===== src/rtl/scr_map.svh =====
// register offsets, field positions, reset values and timing figures of the config core
`ifndef SCR_MAP_SVH
`define SCR_MAP_SVH
`define SCR_AW 15
`define SCR_OFS_IFACE 15'h0000
`define SCR_OFS_PWR 15'h0002
`define SCR_OFS_MAKER_LO 15'h000C
`define SCR_OFS_MAKER_HI 15'h000D
`define SCR_OFS_USER 15'h0010
`define SCR_RST_IFACE 8'h30
`define SCR_RST_PWR 8'h00
`define SCR_RST_USER 8'h00
`define SCR_BIT_CHIP_RST 7
`define SCR_BIT_ASCEND 5
`define SCR_BIT_SO_FLAG 4
`define SCR_BIT_FREEZE 0
`define SCR_MODE_NORMAL 2'h0
`define SCR_MODE_PDN 2'h3
`define SCR_HDR_BITS 5'h10
`define SCR_BYTE_BITS 4'h8
`define SCR_RST_TIME_NS 750
`define SCR_CLK_MHZ 250
`endif


===== src/rtl/scr_pkg.sv =====
// types shared by the config core and its bench
package scr_pkg;
	// transfer phases of the serial slave
	typedef enum logic [1:0] {
		SCR_IDLE,
		SCR_HDR,
		SCR_DATA
	} scr_state_e;
	// configuration seen by the rest of the device
	typedef struct packed {
		logic chip_reset;
		logic power_down;
		logic [1:0] power_mode;
		logic ascend;
		logic addr_freeze;
	} scr_cfg_s;
endpackage : scr_pkg


===== src/rtl/scr_core.sv =====
// serial-port general configuration register core of the converter
//=====================================================================
`timescale 1ns/1ns
`include "scr_map.svh"
module scr_core #(
	parameter logic [15:0] MAKER_CODE = 16'h5A3C // arbitrary value, not any real maker
) (
	input wire logic clock,
	input wire logic arst_n,
	input wire logic spi_sclk,
	input wire logic spi_cs_n,
	input wire logic spi_sdi,
	output logic spi_sdo,
	output scr_pkg::scr_cfg_s cfg,
	output logic reset_busy
);
	// greatest-whole-cycle bound rounded down so the reset ends inside the limit
	localparam int RST_CYC_I = (`SCR_RST_TIME_NS * `SCR_CLK_MHZ) / 1000;
	localparam logic [7:0] RST_CYC = RST_CYC_I[7:0];
	generate
		if (RST_CYC_I < 1 || RST_CYC_I > 255)
		begin : g_bad_rst
			$error("reset interval does not fit the counter");
		end
	endgenerate

	//=====================================================================
	// reset release and pin synchronisers
	logic [1:0] rst_sync_reg;
	logic rst_n;
	always_ff @(posedge clock or negedge arst_n)
	begin
		if (!arst_n)
			rst_sync_reg <= 2'h0;
		else
			rst_sync_reg <= {rst_sync_reg[0], 1'b1};
	end
	assign rst_n = rst_sync_reg[1];

	// pins come from the host's clock, two flops before any use
	logic [2:0] meta_reg, sync_reg;
	logic sclk_d_reg;
	always_ff @(posedge clock or negedge rst_n)
	begin
		if (!rst_n)
		begin
			meta_reg <= 3'h1;
			sync_reg <= 3'h1;
			sclk_d_reg <= 1'b0;
		end
		else
		begin
			meta_reg <= {spi_sclk, spi_sdi, spi_cs_n};
			sync_reg <= meta_reg;
			sclk_d_reg <= sync_reg[2];
		end
	end
	logic cs_n_s, sdi_s, sclk_rise, sclk_fall;
	assign cs_n_s = sync_reg[0];
	assign sdi_s = sync_reg[1];
	assign sclk_rise = sync_reg[2] && !sclk_d_reg;
	assign sclk_fall = !sync_reg[2] && sclk_d_reg;

	//=====================================================================
	// registers and helpers
	logic [7:0] iface_reg, pwr_reg, user_reg;
	logic [7:0] rst_cnt_reg;
	scr_pkg::scr_state_e state_reg;
	logic [4:0] bit_cnt_reg;
	logic [15:0] hdr_reg;
	logic [`SCR_AW-1:0] addr_reg;
	logic rd_reg;
	logic drop_reg;
	logic [7:0] rx_reg, tx_reg;

	// read view; reset request reads zero, serial-out flag reads one
	function automatic logic [7:0] rd_byte(input logic [`SCR_AW-1:0] a);
		logic [7:0] v;
		v = 8'h00;
		if (a == `SCR_OFS_IFACE)
		begin
			v = iface_reg;
			v[`SCR_BIT_CHIP_RST] = 1'b0;
			v[`SCR_BIT_SO_FLAG] = 1'b1;
		end
		else if (a == `SCR_OFS_PWR)
			v = pwr_reg;
		else if (a == `SCR_OFS_MAKER_LO)
			v = MAKER_CODE[7:0];
		else if (a == `SCR_OFS_MAKER_HI)
			v = MAKER_CODE[15:8];
		else if (a == `SCR_OFS_USER)
			v = user_reg;
		return v;
	endfunction : rd_byte

	// next streaming address: hold, up or down by exactly one
	function automatic logic [`SCR_AW-1:0] step(input logic [`SCR_AW-1:0] a);
		logic [`SCR_AW-1:0] n;
		n = a;
		if (user_reg[`SCR_BIT_FREEZE])
			n = a;
		else if (iface_reg[`SCR_BIT_ASCEND])
			n = a + `SCR_AW'(1);
		else
			n = a - `SCR_AW'(1);
		return n;
	endfunction : step

	logic hdr_done, byte_done, wr_strobe, rst_req;
	logic [7:0] wr_byte;
	assign hdr_done = (state_reg == scr_pkg::SCR_HDR) && sclk_rise
		&& (bit_cnt_reg == `SCR_HDR_BITS - 5'h1);
	assign byte_done = (state_reg == scr_pkg::SCR_DATA) && sclk_rise
		&& (bit_cnt_reg == 5'(`SCR_BYTE_BITS) - 5'h1);
	assign wr_byte = {rx_reg[6:0], sdi_s};
	assign wr_strobe = byte_done && !rd_reg;
	assign rst_req = wr_strobe && (addr_reg == `SCR_OFS_IFACE)
		&& wr_byte[`SCR_BIT_CHIP_RST];

	//=====================================================================
	// chip reset interval counter
	always_ff @(posedge clock or negedge rst_n)
	begin
		if (!rst_n)
			rst_cnt_reg <= 8'h00;
		else if (rst_req)
			rst_cnt_reg <= RST_CYC;
		else if (rst_cnt_reg != 8'h00)
			rst_cnt_reg <= rst_cnt_reg - 8'h01;
	end
	assign reset_busy = (rst_cnt_reg != 8'h00);

	//=====================================================================
	// configuration registers; held at reset values throughout the interval
	always_ff @(posedge clock or negedge rst_n)
	begin
		if (!rst_n)
		begin
			iface_reg <= `SCR_RST_IFACE;
			pwr_reg <= `SCR_RST_PWR;
			user_reg <= `SCR_RST_USER;
		end
		else if (rst_req || reset_busy)
		begin
			iface_reg <= `SCR_RST_IFACE;
			pwr_reg <= `SCR_RST_PWR;
			user_reg <= `SCR_RST_USER;
		end
		else if (wr_strobe)
		begin
			// maker code and serial-out flag have no storage to write
			if (addr_reg == `SCR_OFS_IFACE)
			begin
				iface_reg <= wr_byte;
				iface_reg[`SCR_BIT_SO_FLAG] <= 1'b1;
			end
			else if (addr_reg == `SCR_OFS_PWR)
				pwr_reg <= wr_byte;
			else if (addr_reg == `SCR_OFS_USER)
				user_reg <= wr_byte;
		end
	end

	//=====================================================================
	// serial transfer sequencing: 16-bit header, then streamed bytes
	always_ff @(posedge clock or negedge rst_n)
	begin
		if (!rst_n)
		begin
			state_reg <= scr_pkg::SCR_IDLE;
			bit_cnt_reg <= 5'h00;
			hdr_reg <= 16'h0000;
			addr_reg <= '0;
			rd_reg <= 1'b0;
			rx_reg <= 8'h00;
			drop_reg <= 1'b0;
		end
		else if (cs_n_s || reset_busy)
		begin
			// a frame begun inside the reset interval is dropped whole:
			// stay idle until select lifts, so its tail is never decoded
			state_reg <= scr_pkg::SCR_IDLE;
			bit_cnt_reg <= 5'h00;
			drop_reg <= reset_busy && !cs_n_s;
		end
		else
		begin
			case (state_reg)
				scr_pkg::SCR_IDLE:
				begin
					if (!drop_reg)
						state_reg <= scr_pkg::SCR_HDR;
					bit_cnt_reg <= 5'h00;
				end
				scr_pkg::SCR_HDR:
				begin
					if (sclk_rise)
					begin
						hdr_reg <= {hdr_reg[14:0], sdi_s};
						bit_cnt_reg <= bit_cnt_reg + 5'h01;
						if (hdr_done)
						begin
							rd_reg <= hdr_reg[14];
							addr_reg <= {hdr_reg[13:0], sdi_s};
							bit_cnt_reg <= 5'h00;
							state_reg <= scr_pkg::SCR_DATA;
						end
					end
				end
				scr_pkg::SCR_DATA:
				begin
					if (sclk_rise)
					begin
						rx_reg <= wr_byte;
						bit_cnt_reg <= bit_cnt_reg + 5'h01;
						if (byte_done)
						begin
							bit_cnt_reg <= 5'h00;
							addr_reg <= step(addr_reg);
						end
					end
				end
				default:
					state_reg <= scr_pkg::SCR_IDLE;
			endcase
		end
	end

	//=====================================================================
	// read data out on SDO, changed on falling clock edges
	always_ff @(posedge clock or negedge rst_n)
	begin
		if (!rst_n)
		begin
			tx_reg <= 8'h00;
			spi_sdo <= 1'b0;
		end
		else if (hdr_done)
			tx_reg <= rd_byte({hdr_reg[13:0], sdi_s});
		else if (byte_done)
			tx_reg <= rd_byte(step(addr_reg));
		else if (sclk_fall && state_reg == scr_pkg::SCR_DATA && rd_reg && !cs_n_s)
		begin
			spi_sdo <= tx_reg[7];
			tx_reg <= {tx_reg[6:0], 1'b0};
		end
	end

	//=====================================================================
	// registered configuration outputs
	always_ff @(posedge clock or negedge rst_n)
	begin
		if (!rst_n)
			cfg <= '0;
		else
		begin
			cfg.chip_reset <= rst_req || reset_busy;
			cfg.power_mode <= pwr_reg[1:0];
			cfg.power_down <= (pwr_reg[1:0] == `SCR_MODE_PDN);
			cfg.ascend <= iface_reg[`SCR_BIT_ASCEND];
			cfg.addr_freeze <= user_reg[`SCR_BIT_FREEZE];
		end
	end
endmodule : scr_core


===== config.mk =====
export PLATFORM = sky130hd
export DESIGN_NAME = scr_core
export DESIGN_NICKNAME = d
export VERILOG_FILES = /design/src/rtl/scr_pkg.sv /design/src/rtl/scr_core.sv
export VERILOG_INCLUDE_DIRS = /design/src /design/src/rtl
export SDC_FILE = /design/constraint.sdc
export NUM_CORES = 1
export LEC_CHECK = 0
export BUFFER_PORTS_ARGS = -buffer_cell sky130_fd_sc_hd__buf_2
export CAP_MARGIN = 20
export CORE_MARGIN = 5
export CORE_UTILIZATION = 55
export CTS_CLUSTER_SIZE = 12
export DETAILED_ROUTE_END_ITERATION = 8
export HOLD_SLACK_MARGIN = 0.06
export PLACE_DENSITY_LB_ADDON = 0.05
export SETUP_SLACK_MARGIN = 0.2
export SYNTH_ARGS = -nofsm -noshare
export SYNTH_HDL_FRONTEND = slang
export SYNTH_SLANG_ARGS = --single-unit
export TNS_END_PERCENT = 50

===== constraint.sdc =====
create_clock -name clock -period 7.05 [get_ports clock]
set_input_delay 0.705 -clock clock [delete_from_list [all_inputs] [get_ports clock]]
set_output_delay 0.705 -clock clock [all_outputs]
set_load 0.005 [all_outputs]

Yosys cells after proc, flatten, opt, wreduce, memory -nomap -nowiden --
Index checks and enable logic that the tools add are counted.
Storage, ports and cells: memories 0, word-level logic and storage cells 143, output and inout port bits 8, input port bits 5, ROM bits 0, latch bits 0, register bits 101, memory bits (writable) 0
Operators by class: shifts and indexed selects 0, divide/modulo/power cells 0, bitwise operators 3, equality and inequality tests 26, add/subtract/negate cells 4, multiplexer cells 46, order comparisons 0, $mul 0, reduce and logical (&&, ||, !) cells 42
Operators with widths (number):
- $mux 8 | 24
- $mux 15 | 7
- $eq 15x4->1 const B | 4
- $eq 15x2->1 const B | 3
- $eq 15x5->1 const B | 3
- $logic_not 15->1 | 3
- $pmux 15 s2 | 1
- $mux 5 | 5
- $mux 7 | 3
- $add 15x1->15 const B | 1
- $pmux 5 s3 | 1
- $reduce_and 3->1 | 5
- $sub 15x1->15 const B | 1
- $logic_and 1x1->1 | 13
- $reduce_and 4->1 | 3
- $reduce_bool 2->1 | 6
- $ne 2x2->1 const B | 5
- $mux 2 | 4
- $reduce_bool 8->1 | 1
- $sub 8x1->8 const B | 1
- $ne 3x2->1 const B | 2
- $ne 3x3->1 const B | 2
- $pmux 2 s3 | 1
- $reduce_and 6->1 | 1
- other kinds (13) | 21

Depth between registers and ports, before layout --
depth in word-level cells 14, mapped depth 13, gate-level depth less buffers 12

Worst setup path after synthesis --
Ideal clock, no wire load.
path kind register -> register, start reg iface_reg[5], end reg tx_reg[5], buffers on the path 1, required time 6.940 ns, arrival 3.780 ns, cell stages (with the launch flop) 14, library setup time 0.110 ns, clock period less this slack 3.890 ns, path slack 3.160 ns, cells stage by stage dfstp_2 inv_1 fa_1 a211oi_2 o21bai_1 a21oi_1 xnor2_1 o41a_1 nand2b_4 buf_6 or4_1 or4b_1 a31o_1 o41ai_1
On the way: cells in the longest elaborated chain, start to end 12, elaborated cells on any way between the ends 17, those cells by class eq/ne (4); mux (12); reduce/logical (1)
RTL lines:
- start: declaration | line scr_core.sv:66 | logic [7:0] iface_reg, pwr_reg, user_reg;
- start signal: assignment | line scr_core.sv:140 | iface_reg <= `SCR_RST_IFACE;
- start signal: assignment | line scr_core.sv:146 | iface_reg <= `SCR_RST_IFACE;
- start signal: assignment | line scr_core.sv:155 | iface_reg <= wr_byte;
- $mux 15 | line scr_core.sv:103 | else if (iface_reg[`SCR_BIT_ASCEND])
- $mux 15 | line scr_core.sv:101 | if (user_reg[`SCR_BIT_FREEZE])
- $mux 15 | line scr_core.sv:241 | else if (byte_done)
- $mux 15 | line scr_core.sv:239 | else if (hdr_done)
- $eq 15x5->1 (no line)
- $mux 8 | line scr_core.sv:92 | else if (a == `SCR_OFS_USER)
- $mux 8 | line scr_core.sv:90 | else if (a == `SCR_OFS_MAKER_HI)
- $mux 8 | line scr_core.sv:88 | else if (a == `SCR_OFS_MAKER_LO)
- $mux 8 | line scr_core.sv:86 | else if (a == `SCR_OFS_PWR)
- $mux 8 | line scr_core.sv:80 | if (a == `SCR_OFS_IFACE)
- $mux 8 | line scr_core.sv:241
- $mux 8 (*) | line scr_core.sv:239
- end signal: assignment | line scr_core.sv:240 | tx_reg <= rd_byte({hdr_reg[13:0], sdi_s});
- end signal: assignment | line scr_core.sv:242 | tx_reg <= rd_byte(step(addr_reg));
- end signal: assignment | line scr_core.sv:246 | tx_reg <= {tx_reg[6:0], 1'b0};
- end: declaration | line scr_core.sv:74 | logic [7:0] rx_reg, tx_reg;
Mark *: on every way between the ends. The rest lies on a longest branch, timed or not. The select of a mux whose other input is x is not followed. A chain may end at the register's enable or synchronous reset.

Worst setup path in the final report --
start reg iface_reg[5], end reg tx_reg[2]
On the way: cells in the longest elaborated chain, start to end 12, elaborated cells on any way between the ends 16, those cells by class eq/ne (4); mux (11); reduce/logical (1)
RTL lines (line):
- $mux 15 (*) | scr_core.sv:103
- $mux 15 (*) | scr_core.sv:101
- $mux 15 (*) | scr_core.sv:241
- $mux 15 (*) | scr_core.sv:239
- $eq 15x5->1 (no line)
- $mux 8 | scr_core.sv:92
- $mux 8 | scr_core.sv:90
- $mux 8 | scr_core.sv:88
- $mux 8 | scr_core.sv:86
- $mux 8 (*) | scr_core.sv:80
- $mux 8 (*) | scr_core.sv:241
- $mux 8 (*) | scr_core.sv:239
Marks and branches as above.

==> impl_results.html <==
<table>
<tr><th>Metric</th><th>Value</th></tr>
<tr><th colspan="2">Outcome</th></tr>
<tr><td>Status</td><td>finished clean</td></tr>
<tr><th colspan="2">Timing</th></tr>
<tr><td>RSZ-0062 raised after global routing</td><td>false</td></tr>
<tr><td>Final number of setup-violating endpoints</td><td>0</td></tr>
<tr><td>Hold Worst Slack</td><td>between 200 and 300 ps</td></tr>
<tr><td>Max Clock Skew</td><td>approximately 18 ps</td></tr>
<tr><td>Final-report hold violation count</td><td>0</td></tr>
<tr><td>Share of the cycle needed by the critical path after routing</td><td>0.606</td></tr>
<tr><td>Transition time at the pin with the least slew margin</td><td>1010 ps</td></tr>
<tr><td>Clock period minus final worst setup slack</td><td>4270 ps</td></tr>
<tr><td>Maximum clock rate</td><td>about 230 MHz</td></tr>
<tr><td>Fin Setup TNS</td><td>0 ps</td></tr>
<tr><td>Worst-case headroom to the max-slew limit</td><td>0.322</td></tr>
<tr><td>Number of max-slew violations in the final report</td><td>0</td></tr>
<tr><th colspan="2">Logic synthesis</th></tr>
<tr><td>Count of unique library cells instantiated by Yosys</td><td>65</td></tr>
<tr><td>Proportion of register bits with asynchronous set or reset after synthesis</td><td>1.00</td></tr>
<tr><td>YS warnings</td><td>0</td></tr>
<tr><td>Most common flop cell mapped by yosys</td><td>dfrtp_1</td></tr>
<tr><td>Gate Count Post-Synth</td><td>586</td></tr>
<tr><td>Number of synthesized flops with an enable pin</td><td>0</td></tr>
<tr><td>Average cell area after synthesis</td><td>~9.6 µm²</td></tr>
<tr><td>Mapped Area</td><td>~0.0056 mm²</td></tr>
<tr><td>Synthesis-stage register bit count</td><td>100</td></tr>
<tr><td>Net count of the mapped netlist</td><td>around 600</td></tr>
<tr><td>Share of synthesized area occupied by flip-flops and latches</td><td>0.446</td></tr>
<tr><th colspan="2">Detailed routing</th></tr>
<tr><td>Via-to-Cell Ratio</td><td>6.21</td></tr>
<tr><td>Sum of routed wire length over all layers</td><td>between 10000 and 15000 µm</td></tr>
<tr><td>Final routed wire length divided by cell count</td><td>between 15 and 20 µm</td></tr>
<tr><td>Remaining routing DRC violations</td><td>0</td></tr>
<tr><td>Via count</td><td>about 4500</td></tr>
<tr><td>Antenna viol nets, final</td><td>0</td></tr>
<tr><td>Drt first-iter violations</td><td>around 370</td></tr>
<tr><td>DR pass1 iterations</td><td>5</td></tr>
<tr><th colspan="2">Critical path</th></tr>
<tr><td>Reg2Reg Capture Point</td><td>tx_reg[2]</td></tr>
<tr><td>Critical path data required time</td><td>roughly 7400 ps</td></tr>
<tr><td>Launching element of the worst setup path</td><td>iface_reg[5]</td></tr>
<tr><td>Register-to-Register Path Depth</td><td>12</td></tr>
<tr><td>Startpoint types</td><td>register</td></tr>
<tr><td>Crit Reg-Reg Startpoint</td><td>iface_reg[5]</td></tr>
<tr><td>Crit-path cells</td><td>inv_1 -&gt; fa_1 -&gt; a211oi_2 -&gt; o21bai_1 -&gt; a21oi_1 -&gt; xnor2_1 -&gt; o41a_1 -&gt; nor4_2 -&gt; a21o_1 -&gt; o21ai_0 -&gt; or4_1 -&gt; o21ai_1</td></tr>
<tr><td>Kind of end point of the critical path</td><td>register</td></tr>
<tr><td>Family of cells with the greatest summed delay on the critical path</td><td>compound AO/OA/AOI/OAI gates</td></tr>
<tr><td>Worst Setup Path Type</td><td>reg -&gt; reg</td></tr>
<tr><td>Internal reg-to-reg setup slack</td><td>between 2000 and 3000 ps</td></tr>
<tr><td>CP Buf/Inv Count</td><td>1</td></tr>
<tr><td>Depth of the critical timing path with buffers and inverters included</td><td>12</td></tr>
<tr><td>Capturing element of the worst setup path</td><td>tx_reg[2]</td></tr>
<tr><td>Largest stage delay on the critical path</td><td>around 680 ps</td></tr>
<tr><td>Arr. time, crit path</td><td>about 4600 ps</td></tr>
<tr><td>Crit path max-delay cell type</td><td>nor4_2</td></tr>
<tr><td>Critical-path maximum fanout</td><td>16</td></tr>
<tr><th colspan="2">Finish</th></tr>
<tr><td>Most frequent cells in the layout</td><td>dfrtp_1, nand2_1, a21oi_1</td></tr>
<tr><td>Most common cell after layout, fill and taps aside</td><td>dfrtp_1</td></tr>
<tr><td>Final net count</td><td>between 600 and 700</td></tr>
<tr><td>Non-Filler Cell Area, Final</td><td>between 0.006 and 0.007 mm²</td></tr>
<tr><td>Final cell count without fillers</td><td>731</td></tr>
<tr><td>Area growth from synthesis to layout</td><td>7.09%</td></tr>
<tr><td>Number of inserted diodes</td><td>0</td></tr>
<tr><td>Fraction of final layout cells with drive strength greater than 1</td><td>0.120</td></tr>
<tr><th colspan="2">Clock network</th></tr>
<tr><td>Clk Latency, worst-skew pair</td><td>~400 ps</td></tr>
<tr><td>Post-CTS Setup Repair Bufs</td><td>0</td></tr>
<tr><td>TritonCTS sink count</td><td>100</td></tr>
<tr><td>Number of hold buffers added after CTS</td><td>0</td></tr>
<tr><td>Root cell of the clock tree</td><td>clkbuf_8</td></tr>
<tr><td>Total number of H-tree levels</td><td>3</td></tr>
<tr><td>Clock Path Buffers</td><td>2</td></tr>
<tr><td>Clock slew at the register clock pins of the worst setup and hold paths</td><td>about 110 ps</td></tr>
<tr><td>Clock tree from TritonCTS</td><td>built</td></tr>
<tr><td>Number of gates resized after CTS</td><td>0</td></tr>
<tr><td>TritonCTS buffer count</td><td>9</td></tr>
<tr><th colspan="2">Die</th></tr>
<tr><td>Die X</td><td>111 µm</td></tr>
<tr><td>Height of the die</td><td>between 100 and 150 µm</td></tr>
<tr><td>Total Die Area</td><td>0.0123 mm²</td></tr>
<tr><td>Number of top-level pins</td><td>13</td></tr>
<tr><td>Core box area</td><td>just under 0.01 mm²</td></tr>
<tr><td># rows</td><td>36</td></tr>
<tr><td>Initial Util</td><td>0.569</td></tr>
<tr><th colspan="2">Pwr</th></tr>
<tr><td>Part of the total power dissipated in the clock network</td><td>0.260</td></tr>
<tr><td>Relative contribution of sequential cells to total power</td><td>0.431</td></tr>
<tr><td>LEAKAGE</td><td>about 2.7 nW</td></tr>
<tr><td>Switching power</td><td>between 0.0005 and 0.0006 W</td></tr>
<tr><td>Net switching fraction of the power</td><td>0.361</td></tr>
<tr><td>Overall power after layout</td><td>between 0.001 and 0.0015 W</td></tr>
<tr><td>Worst ir drop on vdd</td><td>~190 µV</td></tr>
<tr><td>Int Pwr</td><td>approximately 0.00095 W</td></tr>
<tr><td>Fraction of power consumed by combinational cells</td><td>0.309</td></tr>
<tr><td>Power per unit of standard cell area</td><td>between 200 and 250 mW/mm²</td></tr>
<tr><th colspan="2">Place</th></tr>
<tr><td>Port Buffers</td><td>12</td></tr>
<tr><td>Final weighted congestion in routability-driven placement</td><td>~0.89</td></tr>
<tr><td>Placed insts</td><td>between 700 and 800</td></tr>
<tr><td>Post-DP HPWL</td><td>between 9000 and 10000 µm</td></tr>
<tr><td>Placed cell areas</td><td>0.00579 mm²</td></tr>
<tr><th colspan="2">GRT</th></tr>
<tr><td>Congestion Overflow GR</td><td>0</td></tr>
<tr><td>Antenna violations before repair</td><td>0</td></tr>
<tr><td>Number of global-route vias before repair</td><td>4469</td></tr>
<tr><td>First-pass GRT wire length</td><td>about 23000 µm</td></tr>
<tr><td>GRT Util Overall</td><td>0.231</td></tr>
<tr><td>Maximum number of pins on one net before global-route repair</td><td>68</td></tr>
<tr><th colspan="2">Worst hold path</th></tr>
<tr><td>Type of the most critical hold path</td><td>reg -&gt; async</td></tr>
<tr><th colspan="2">Run</th></tr>
<tr><td>Max-cap violations</td><td>0</td></tr>
</table>
==> cell usage after synthesis, drive strengths merged (3+ instances only) <==
master,instances,area share
dfrtp,97,0.43
nand2,71,0.047
a21oi,44,0.040
nor2,42,0.028
o21ai,39,0.035
mux2,25,0.050
ha,20,0.045
a22oi,18,0.024
clkbuf,18,0.012
mux2i,17,0.030
inv,16,0.011
nor3,16,0.015
nor4,13,0.016
xnor2,13,0.020
a21o,11,0.015
nand3,9,0.0080
or3,9,0.010
a211oi,8,0.012
nor3b,7,0.0094
and3,6,0.0067
a31oi,5,0.0056
and2,5,0.0056
nand2b,5,0.0069
nand3b,5,0.0067
nand4,5,0.0056
o21a,5,0.0067
o31ai,5,0.0067
a221o,4,0.0071
a221oi,4,0.0062
buf,4,0.0042
dfstp,3,0.014
nor4b,3,0.0047
o41ai,3,0.0047
xor2,3,0.0047
==> worst min path at each step <==
stage,start,end,slack (ps),cells past startpoint
after floorplan,rst_sync_reg[0],rst_sync_reg[1],330,0
after global placement,rst_sync_reg[1],bit_cnt_reg[2],270,0
after detailed placement,rst_sync_reg[1],bit_cnt_reg[0],270,0
after CTS,arst_n,rst_sync_reg[1],70,1
after global routing,rst_sync_reg[1],bit_cnt_reg[2],310,0
final,rst_sync_reg[1],bit_cnt_reg[2],260,0
==> per-stage QoR <==
step | util | setup WS (ps)
final | 0.610 | 2780
after floorplan | - | 3160
after global routing | 0.610 | 2500
after detailed placement | 0.587 | 2850
after global placement | 0.587 | 2890
after CTS | 0.609 | 2830
==> worst register-to-register path, cell delays in order, from the launching register on <==
cell	delay [ps]
dfstp_2	570
inv_1	310
fa_1	610
a211oi_2	270
o21bai_1	100
a21oi_1	230
xnor2_1	130
o41a_1	480
nor4_2	680
a21o_1	210
o21ai_0	70
or4_1	470
o21ai_1	90
==> cell type report <==
class | instances | area [µm²]
sequential | 100 | 2510
multi-input combinational | 447 | 2950
inverter | 17 | 63.8
fill | 825 | 3850
clock inverter | 7 | 87.6
timing repair buffer | 18 | 108
tap | 133 | 166
clock buffer | 9 | 124
==> routing by layer <==
metal	part of all wire	track usage
met5	0	0
met4	0.016	0.0600
met3	0.072	0.0579
met2	0.42	0.330
met1	0.49	0.350
==> kinds of logic after synthesis <==
group | after synthesis | synth area share
simple gates | 207 | 0.188
compound gates | 160 | 0.184
flops | 100 | 0.446
mux | 42 | 0.0804
buf+inv | 39 | 0.0276
fa+ha+maj | 21 | 0.0481
xor+xnor | 16 | 0.0250
other cells | 1 | 0.000668
==> power by group through the flow <==
stage               clock (W)  combinational (W)  sequential, W
floorplan                   0           0.000375       0.000633
global placement            0           0.000445       0.000649
detailed placement          0           0.000450       0.000651
CTS                  0.000399           0.000454       0.000639
global route         0.000422           0.000512       0.000645
finish               0.000387           0.000460       0.000641
Power figures use the tool's default switching activity.
